`config.mk`:
```
export PLATFORM = sky130hd
export DESIGN_NAME = rtcui_irq
export DESIGN_NICKNAME = d
export VERILOG_FILES = /design/src/rtl/rtcui_pkg.sv /design/src/rtl/rtcui_irq.sv
export SDC_FILE = /design/constraint.sdc
export NUM_CORES = 1
export LEC_CHECK = 0
export BUFFER_PORTS_ARGS = -buffer_cell sky130_fd_sc_hd__buf_4
export CAP_MARGIN = 20
export CORE_AREA = 8 8 123 125
export CTS_CLUSTER_SIZE = 12
export DETAILED_ROUTE_END_ITERATION = 16
export DIE_AREA = 0 0 131 133
export GPL_ROUTABILITY_DRIVEN = 0
export SETUP_SLACK_MARGIN = 0.02
export SLEW_MARGIN = 15
export SYNTH_ARGS = -nofsm -noshare
export SYNTH_HDL_FRONTEND = slang
export SYNTH_SLANG_ARGS = --single-unit
```
`constraint.sdc`:
```
create_clock -name i_ref_clk -period 6.3 [get_ports i_ref_clk]
set_clock_uncertainty 0.2 [all_clocks]
set_input_delay 1.89 -clock i_ref_clk [delete_from_list [all_inputs] [get_ports i_ref_clk]]
set_output_delay 1.89 -clock i_ref_clk [all_outputs]
set_load 0.01 [all_outputs]
```
`src/rtl/rtcui_pkg.sv`:
```
// Purpose: shared constants for the clock update/alarm interrupt block
// Assumes: 8-bit registers on a 4-bit register address, 40 MHz clock
// Notes:   register offsets, bit positions, reset values and timing
package rtcui_pkg;
    // ------------------------------------------------------------------
    // register offsets
    // ------------------------------------------------------------------
    localparam logic [3:0] ADDR_MINUTE_COUNT = 4'h1;
    localparam logic [3:0] ADDR_HOUR_COUNT = 4'h2;
    localparam logic [3:0] ADDR_WEEKDAY_COUNT = 4'h3;
    localparam logic [3:0] ADDR_DATE_COUNT = 4'h4;
    localparam logic [3:0] ADDR_MINUTE_ALARM = 4'h8;
    localparam logic [3:0] ADDR_HOUR_ALARM = 4'h9;
    localparam logic [3:0] ADDR_WD_ALARM = 4'hA;
    localparam logic [3:0] ADDR_EXT_CONFIG = 4'hD;
    localparam logic [3:0] ADDR_EVENT_FLAGS = 4'hE;
    localparam logic [3:0] ADDR_INT_CONTROL = 4'hF;

    // ------------------------------------------------------------------
    // field positions
    // ------------------------------------------------------------------
    localparam int BIT_ALARM_EXCLUDE = 7;
    localparam int BIT_WD_SELECT = 6;
    localparam int BIT_UPDATE_RATE = 5;
    localparam int BIT_UPDATE_FLAG = 5;
    localparam int BIT_ALARM_FLAG = 3;
    localparam int BIT_UPDATE_IRQ_EN = 5;
    localparam int BIT_ALARM_IRQ_EN = 3;
    localparam int BIT_SOFT_RESET = 0;
    localparam logic [7:0] CTRL_WRITE_MASK = 8'hFD;

    // ------------------------------------------------------------------
    // values after reset
    // ------------------------------------------------------------------
    localparam logic [7:0] RST_ALARM = 8'h00;
    localparam logic [7:0] RST_EXT_CONFIG = 8'h00;
    localparam logic [7:0] RST_INT_CONTROL = 8'h00;

    // ------------------------------------------------------------------
    // timing
    // ------------------------------------------------------------------
    localparam int CLK_PERIOD_NS = 25;
    localparam int UPD_PULSE_MAX_NS = 7800000;
    // longest time, so rounded down
    localparam int UPD_PULSE_CYC = UPD_PULSE_MAX_NS / CLK_PERIOD_NS;
    localparam int UPD_CNT_W = 19;
endpackage : rtcui_pkg

```
`src/rtl/rtcui_irq.sv`:
```
// Purpose: update and alarm interrupt logic of a real-time clock
// Assumes: time base pulses and current time come from same-clock logic
// Notes:   interrupt pin is open drain, two signals, oe low drives it
//
// What this block does
// - update-rate bit 0 gives per-second events, 1 per-minute events
// - each update event sets the update flag, held until written 0
// - writing 1 to update or alarm flag does nothing; 0 clears
// - clearing the update flag leaves an asserted update low in place
// - enabled update event pulls pin low, released within 7.8 ms
// - update enable 0 keeps update low off the pin; clearing enable ends it
// - pin is shared; other sources hold it low with update enable 0
// - alarm fires when minute, hour, weekday-or-date settings match
// - alarm matches only when the time counters advance into it
// - alarm flag stays set until software clears it
// - enabled alarm holds pin low until flag or enable is cleared
// - alarm enable 1 to 0 releases the pin at once
// - alarm flag 1 to 0 releases the pin at once
// - alarm with enable 0 leaves pin released, flag still set
// - soft reset bit 1 suppresses alarm events
// - select 0 compares weekday bits, 1 compares date
// - fixed-zero bits ignore writes and read 0
// - alarm register with exclude bit set is left out of compare
// - all three excluded gives one alarm per minute
// - weekday alarm holds a bit per day, any day set matches
`timescale 1ns/1ps
`default_nettype none
module rtcui_irq
    import rtcui_pkg::*;
#(
    parameter int P_UPD_PULSE_CYC = UPD_PULSE_CYC
) (
    input wire logic i_ref_clk,
    input wire logic i_rst,
    input wire logic i_sec_update,
    input wire logic i_min_update,
    input wire logic [6:0] i_cur_minute,
    input wire logic [5:0] i_cur_hour,
    input wire logic [6:0] i_cur_weekday,
    input wire logic [5:0] i_cur_date,
    input wire logic [3:0] i_reg_addr,
    input wire logic i_reg_wr,
    input wire logic i_reg_rd,
    input wire logic [7:0] i_reg_wdata,
    output logic [7:0] o_reg_rdata,
    output logic o_int_n_out,
    output logic o_int_n_oe_n
);
    // ------------------------------------------------------------------
    // state
    // ------------------------------------------------------------------
    logic [7:0] minute_alarm_reg;
    logic [7:0] hour_alarm_reg;
    logic [7:0] wd_alarm_reg;
    logic [7:0] ext_config_reg;
    logic [7:0] int_control_reg;
    logic update_event_flag_reg;
    logic update_event_flag_next;
    logic alarm_event_flag_reg;
    logic alarm_event_flag_next;
    logic upd_low_reg;
    logic upd_low_next;
    logic [UPD_CNT_W-1:0] upd_cnt_reg;
    logic [UPD_CNT_W-1:0] upd_cnt_next;
    logic [7:0] rdata_next;
    logic drive_next;
    logic [4:0] wr_sel;

    // ------------------------------------------------------------------
    // decode
    // ------------------------------------------------------------------
    wire logic update_rate_select = ext_config_reg[BIT_UPDATE_RATE];
    wire logic weekday_or_date_select = ext_config_reg[BIT_WD_SELECT];
    wire logic update_irq_enable = int_control_reg[BIT_UPDATE_IRQ_EN];
    wire logic alarm_irq_enable = int_control_reg[BIT_ALARM_IRQ_EN];
    wire logic soft_reset = int_control_reg[BIT_SOFT_RESET];
    wire logic wr_flags = i_reg_wr && (i_reg_addr == ADDR_EVENT_FLAGS);
    wire logic wr_alarm_any = wr_sel[0] | wr_sel[1] | wr_sel[2];

    // per-register write strobes, one per writable storage register
    localparam logic [3:0] WR_ADDRS [0:4] = '{ADDR_MINUTE_ALARM,
        ADDR_HOUR_ALARM, ADDR_WD_ALARM, ADDR_EXT_CONFIG, ADDR_INT_CONTROL};
    genvar gi;
    generate
        // time counters live outside, so no strobe is made for them
        for (gi = 0; gi < 5; gi++) begin : g_wr
            assign wr_sel[gi] = i_reg_wr && (i_reg_addr == WR_ADDRS[gi]);
        end
    endgenerate

    // ------------------------------------------------------------------
    // time update event
    // ------------------------------------------------------------------
    // soft reset stops update events as well as alarms
    wire logic upd_tick = update_rate_select ? i_min_update : i_sec_update;
    wire logic upd_evt = upd_tick && !soft_reset;

    // ------------------------------------------------------------------
    // alarm compare
    // ------------------------------------------------------------------
    // compare only on the minute advance, so writing the present time
    // cannot fire at once; the time inputs already show the new value
    wire logic min_hit = minute_alarm_reg[BIT_ALARM_EXCLUDE] ||
        (minute_alarm_reg[6:0] == i_cur_minute);
    // bit 6 of the hour alarm is plain storage, kept out of the compare
    wire logic hour_hit = hour_alarm_reg[BIT_ALARM_EXCLUDE] ||
        (hour_alarm_reg[5:0] == i_cur_hour);
    wire logic day_hit_week = |(wd_alarm_reg[6:0] & i_cur_weekday);
    wire logic day_hit_date = (wd_alarm_reg[5:0] == i_cur_date);
    wire logic day_hit = wd_alarm_reg[BIT_ALARM_EXCLUDE] ||
        (weekday_or_date_select ? day_hit_date : day_hit_week);
    // all three excluded leaves a match on every minute advance
    wire logic alarm_match = min_hit && hour_hit && day_hit;
    wire logic alm_evt = i_min_update && alarm_match && !soft_reset;

    // ------------------------------------------------------------------
    // flag next values; a set in the clear cycle wins
    // ------------------------------------------------------------------
    wire logic uf_clr = wr_flags && !i_reg_wdata[BIT_UPDATE_FLAG];
    wire logic af_clr = wr_flags && !i_reg_wdata[BIT_ALARM_FLAG];
    assign update_event_flag_next = upd_evt ||
        (update_event_flag_reg && !uf_clr);
    assign alarm_event_flag_next = alm_evt ||
        (alarm_event_flag_reg && !af_clr);

    // ------------------------------------------------------------------
    // update low pulse timer
    // ------------------------------------------------------------------
    // the update flag is not looked at, so clearing it cannot end the
    // pulse; only the timer or the enable ends it
    wire logic upd_start = upd_evt && update_irq_enable;
    wire logic upd_done = (upd_cnt_reg == UPD_CNT_W'(1));
    assign upd_cnt_next = upd_start ? UPD_CNT_W'(P_UPD_PULSE_CYC) :
        (upd_low_reg ? upd_cnt_reg - UPD_CNT_W'(1) : upd_cnt_reg);
    assign upd_low_next = update_irq_enable &&
        (upd_start || (upd_low_reg && !upd_done));

    // ------------------------------------------------------------------
    // shared open-drain pin
    // ------------------------------------------------------------------
    // alarm level follows flag and enable directly, no auto release
    wire logic alm_low = alarm_event_flag_reg && alarm_irq_enable;
    assign drive_next = upd_low_reg || alm_low;

    // ------------------------------------------------------------------
    // read mux
    // ------------------------------------------------------------------
    // time registers show the counters; fixed-zero bits padded to 0
    wire logic [7:0] flags_view = {2'b00, update_event_flag_reg, 1'b0,
        alarm_event_flag_reg, 3'b000};
    always_comb begin
        case (i_reg_addr)
            ADDR_MINUTE_COUNT: rdata_next = {1'b0, i_cur_minute};
            ADDR_HOUR_COUNT: rdata_next = {2'b00, i_cur_hour};
            ADDR_WEEKDAY_COUNT: rdata_next = {1'b0, i_cur_weekday};
            ADDR_DATE_COUNT: rdata_next = {2'b00, i_cur_date};
            ADDR_MINUTE_ALARM: rdata_next = minute_alarm_reg;
            ADDR_HOUR_ALARM: rdata_next = hour_alarm_reg;
            ADDR_WD_ALARM: rdata_next = wd_alarm_reg;
            ADDR_EXT_CONFIG: rdata_next = ext_config_reg;
            ADDR_EVENT_FLAGS: rdata_next = flags_view;
            ADDR_INT_CONTROL: rdata_next = int_control_reg;
            default: rdata_next = 8'h00;
        endcase
    end

    // ------------------------------------------------------------------
    // configuration registers
    // ------------------------------------------------------------------
    // alarm registers also serve as plain storage when unused
    always_ff @(posedge i_ref_clk or posedge i_rst) begin
        if (i_rst) begin
            minute_alarm_reg <= RST_ALARM;
            hour_alarm_reg <= RST_ALARM;
            wd_alarm_reg <= RST_ALARM;
            ext_config_reg <= RST_EXT_CONFIG;
            int_control_reg <= RST_INT_CONTROL;
        end else begin
            if (wr_sel[0]) minute_alarm_reg <= i_reg_wdata;
            if (wr_sel[1]) hour_alarm_reg <= i_reg_wdata;
            if (wr_sel[2]) wd_alarm_reg <= i_reg_wdata;
            if (wr_sel[3]) ext_config_reg <= i_reg_wdata;
            if (wr_sel[4]) int_control_reg <= i_reg_wdata & CTRL_WRITE_MASK;
        end
    end

    // ------------------------------------------------------------------
    // flags, timer, pin and read data
    // ------------------------------------------------------------------
    always_ff @(posedge i_ref_clk or posedge i_rst) begin
        if (i_rst) begin
            update_event_flag_reg <= 1'b0;
            alarm_event_flag_reg <= 1'b0;
            upd_low_reg <= 1'b0;
            upd_cnt_reg <= '0;
            o_reg_rdata <= 8'h00;
            o_int_n_out <= 1'b0;
            o_int_n_oe_n <= 1'b1;
        end else begin
            update_event_flag_reg <= update_event_flag_next;
            alarm_event_flag_reg <= alarm_event_flag_next;
            upd_low_reg <= upd_low_next;
            upd_cnt_reg <= upd_cnt_next;
            if (i_reg_rd) o_reg_rdata <= rdata_next;
            o_int_n_out <= 1'b0;
            o_int_n_oe_n <= !drive_next;
        end
    end

    // ------------------------------------------------------------------
    // checks
    // ------------------------------------------------------------------
    // age of the current update low pulse, for the release bound
    logic [UPD_CNT_W-1:0] upd_age_reg;
    always_ff @(posedge i_ref_clk or posedge i_rst) begin
        if (i_rst) begin
            upd_age_reg <= '0;
        end else begin
            upd_age_reg <= upd_low_next ?
                (upd_start ? '0 : upd_age_reg + UPD_CNT_W'(1)) : '0;
        end
    end
endmodule : rtcui_irq
`default_nettype wire

```
==> flow_summary.json <==
{
  "crit_path_end_kind": "register",
  "ys_async_sr_fraction": 1.00,
  "path_clk_slew_ns": 0.05,
  "grt.overflow.total": 0,
  "cts.repair.resized": 0,
  "crit_chain": "buf_4 > nor2b_1 > and3_1 > mux2_2",
  "antenna_found_initial": 0,
  "ir_worst_vdd_mv": 0.128,
  "fill_cells": 1291,
  "io_buffer_count": 52,
  "fin_nets": 452,
  "total_leakage_power_nw": 1.98,
  "vias": 3073,
  "antenna_left": 0,
  "r2r_end": "upd_cnt_reg[17]$_DFFE_PP0P_",
  "cap_violations": 0,
  "final_cell_mix": "dfrtp_1, buf_4, mux2_2, nor2_1",
  "status": "finished clean",
  "slew_headroom": 0.576,
  "max_stage_delay_ns": 0.55,
  "required_ns": 6.31,
  "antenna_cells": 0,
  "die_x_um": 131,
  "synth_area_leaders": "dfrtp_1, mux2_2, xor2_1, xnor2_1, nor2_1",
  "setup_viol": 0,
  "drc": 0,
  "synth_top_area_cell": "dfrtp_1",
  "grt_use_met3": 0.0309,
  "rsz0062_at_grt": "no",
  "drt_iter0_markers": 287,
  "cts_max_level": 3,
  "viasPerCell": 5.24,
  "cts_made_buffers": 9,
  "finalHoldViolCount": 0,
  "fmax_mhz": 277,
  "hold_depth": 1,
  "final_util": 0.359,
  "postCtsSetupBuffers": 0,
  "io_pins": 54,
  "met1_usage": 0.176,
  "ys_seq_area_frac": 0.454,
  "crit_slowest_cell": "nor2b_1",
  "row_count": 42,
  "cp_data_arrival_time_ns": 3.63,
  "hp-class": "register to register",
  "path_max_fanout": 25,
  "synth_top_area_frac": 0.447,
  "die_area_um2": 17400,
  "r2r_setup_slack_ns": 4.25,
  "synthCells": 359,
  "r2r_cells": 5,
  "netlist-cell-type-count": 60,
  "worstSetupPathType": "primary input to register",
  "grt_start_max_net_pins": 48,
  "p_per_area_nw_per_um2": 314,
  "ys_ff_latch": 70,
  "start_kind": "primary input",
  "drt-total-wl_mm": 10.8,
  "hpwl_mm": 8.18,
  "grt_pass1_wl_mm": 17.1,
  "coreArea_um2": 13100,
  "clkLatencyLatePin_ns": 0.33,
  "synth_fp_nets": 405,
  "fin_tns_setup_ns": 0,
  "clk_path_buf_depth": 2,
  "met2_usage": 0.185,
  "synth_area_um2": 3860,
  "cts_tree": "done",
  "final_common_cell": "dfrtp_1",
  "regToRegStartpoint": "upd_low_reg$_DFF_PP0_",
  "synth_top_flop_cell": "dfrtp_1",
  "grt_pass1_vias": 3057,
  "worst_pin_slew_ns": 0.633,
  "period_needed_ns": 3.62,
  "start_util": 0.295,
  "clock-root-buffer": "clkbuf_16",
  "busiest_layer": "met2",
  "largest_register_ffs": 19,
  "avgRoutedWirePerCell_um": 18.4,
  "area_delta_synth_final_pct": 21.8,
  "drive_gt1_frac": 0.310,
  "die_y_um": 133,
  "synth_edf_count": 0,
  "drtPass1Iterations": 5,
  "clock_sinks": 70,
  "yosysWarnings": 0,
  "holdBufCountCts": 0,
  "drv_slew": 0,
  "min_from": "int_control_reg[3]$_DFFE_PP0P_",
  "fin_crit_sh": 0.574,
  "track_usage": 0.126,
  "min_to": "o_int_n_oe_n$_DFF_PP1_",
  "synth.avg_cell_area_um2": 10.8
}
[routing by layer]
metal | up-vias | part of all wire
li1 | 1399 | -
met4 | 0 | 0.021
met1 | 1525 | 0.47
met3 | 18 | 0.071
met2 | 131 | 0.44
met5 | - | 0
[synthesized netlist by cell type, drive strengths merged, types with 2 or more instances]
cell	n
a221oi	6
ha	2
clkbuf	4
a21oi	12
o2bb2ai	5
nand2	21
o21ai	9
nand3b	3
dfrtp	69
nor4	4
or3	3
nand3	10
xnor2	15
nor3	10
a2bb2oi	2
mux2i	8
nor2	26
xor2	21
a31oi	2
a211oi	3
inv	9
a22oi	10
a32oi	2
and3	6
buf	13
mux2	44
a22o	4
o22ai	3
nand4	2
nor2b	9
nor4b	2
o211ai	2
[through the flow]
step                power (mW)  hold slack [ns]  instances  setup slack [ns]  cell area [um^2]
floorplan                0.848            0.194        359              2.44              3860
global placement         0.958            0.246        571              2.48              4390
detailed placement       0.964            0.251        571              2.37              4390
CTS                       1.49            0.261        586              2.71              4700
global route              1.56            0.300        586              2.60              4700
finish                    1.48            0.261        586              2.68              4700
[area by class of cell]
cell class / instances / area (um^2) / area share
multi-input combinational: 262 / 1980 / 0.422
sequential: 70 / 1750 / 0.373
timing repair buffer: 53 / 398 / 0.0846
clock buffer: 12 / 267 / 0.0567
tap: 176 / 220 / 0.0468
clock inverter: 3 / 42.5 / 0.00905
inverter: 10 / 37.5 / 0.00798
[kinds of logic after synthesis]
logic type                 Yosys count  synth area share
and+or+nand+nor                    102             0.146
other                                1          0.000972
xor gates and xnor gates            36            0.0817
DFF                                 70             0.454
muxes                               52             0.149
adders and majority gates            2           0.00648
buffers and inverters               27            0.0318
AOI/OAI and AO/OA                   69             0.130
[worst max-delay path by stage]
stage | from | to | cells after the start | slack, ns
2_1_floorplan | i_rst | alarm_event_flag_reg$_DFF_PP0_ | 1 | 2.44
3_3_place_gp | i_reg_addr[1] | wd_alarm_reg[5]$_DFFE_PP0P_ | 4 | 2.48
3_5_place_dp | i_reg_addr[1] | wd_alarm_reg[7]$_DFFE_PP0P_ | 4 | 2.37
4_1_cts | i_reg_addr[1] | wd_alarm_reg[6]$_DFFE_PP0P_ | 4 | 2.71
5_1_grt | i_reg_addr[1] | wd_alarm_reg[6]$_DFFE_PP0P_ | 4 | 2.60
6_report | i_reg_addr[1] | wd_alarm_reg[6]$_DFFE_PP0P_ | 4 | 2.68
[report_power, final]
group | switching, mW | internal (mW)
logic | 0.159 | 0.167
registers | 0.0883 | 0.546
clock network | 0.180 | 0.336
total | 0.427 | 1.05
[worst max-delay path: cells and delay by family]
kind,cells,cell delay [ns]
buf+inv,1,0.29
simple gates,2,1.06
mux,1,0.38
Power figures use the tool's default switching activity.
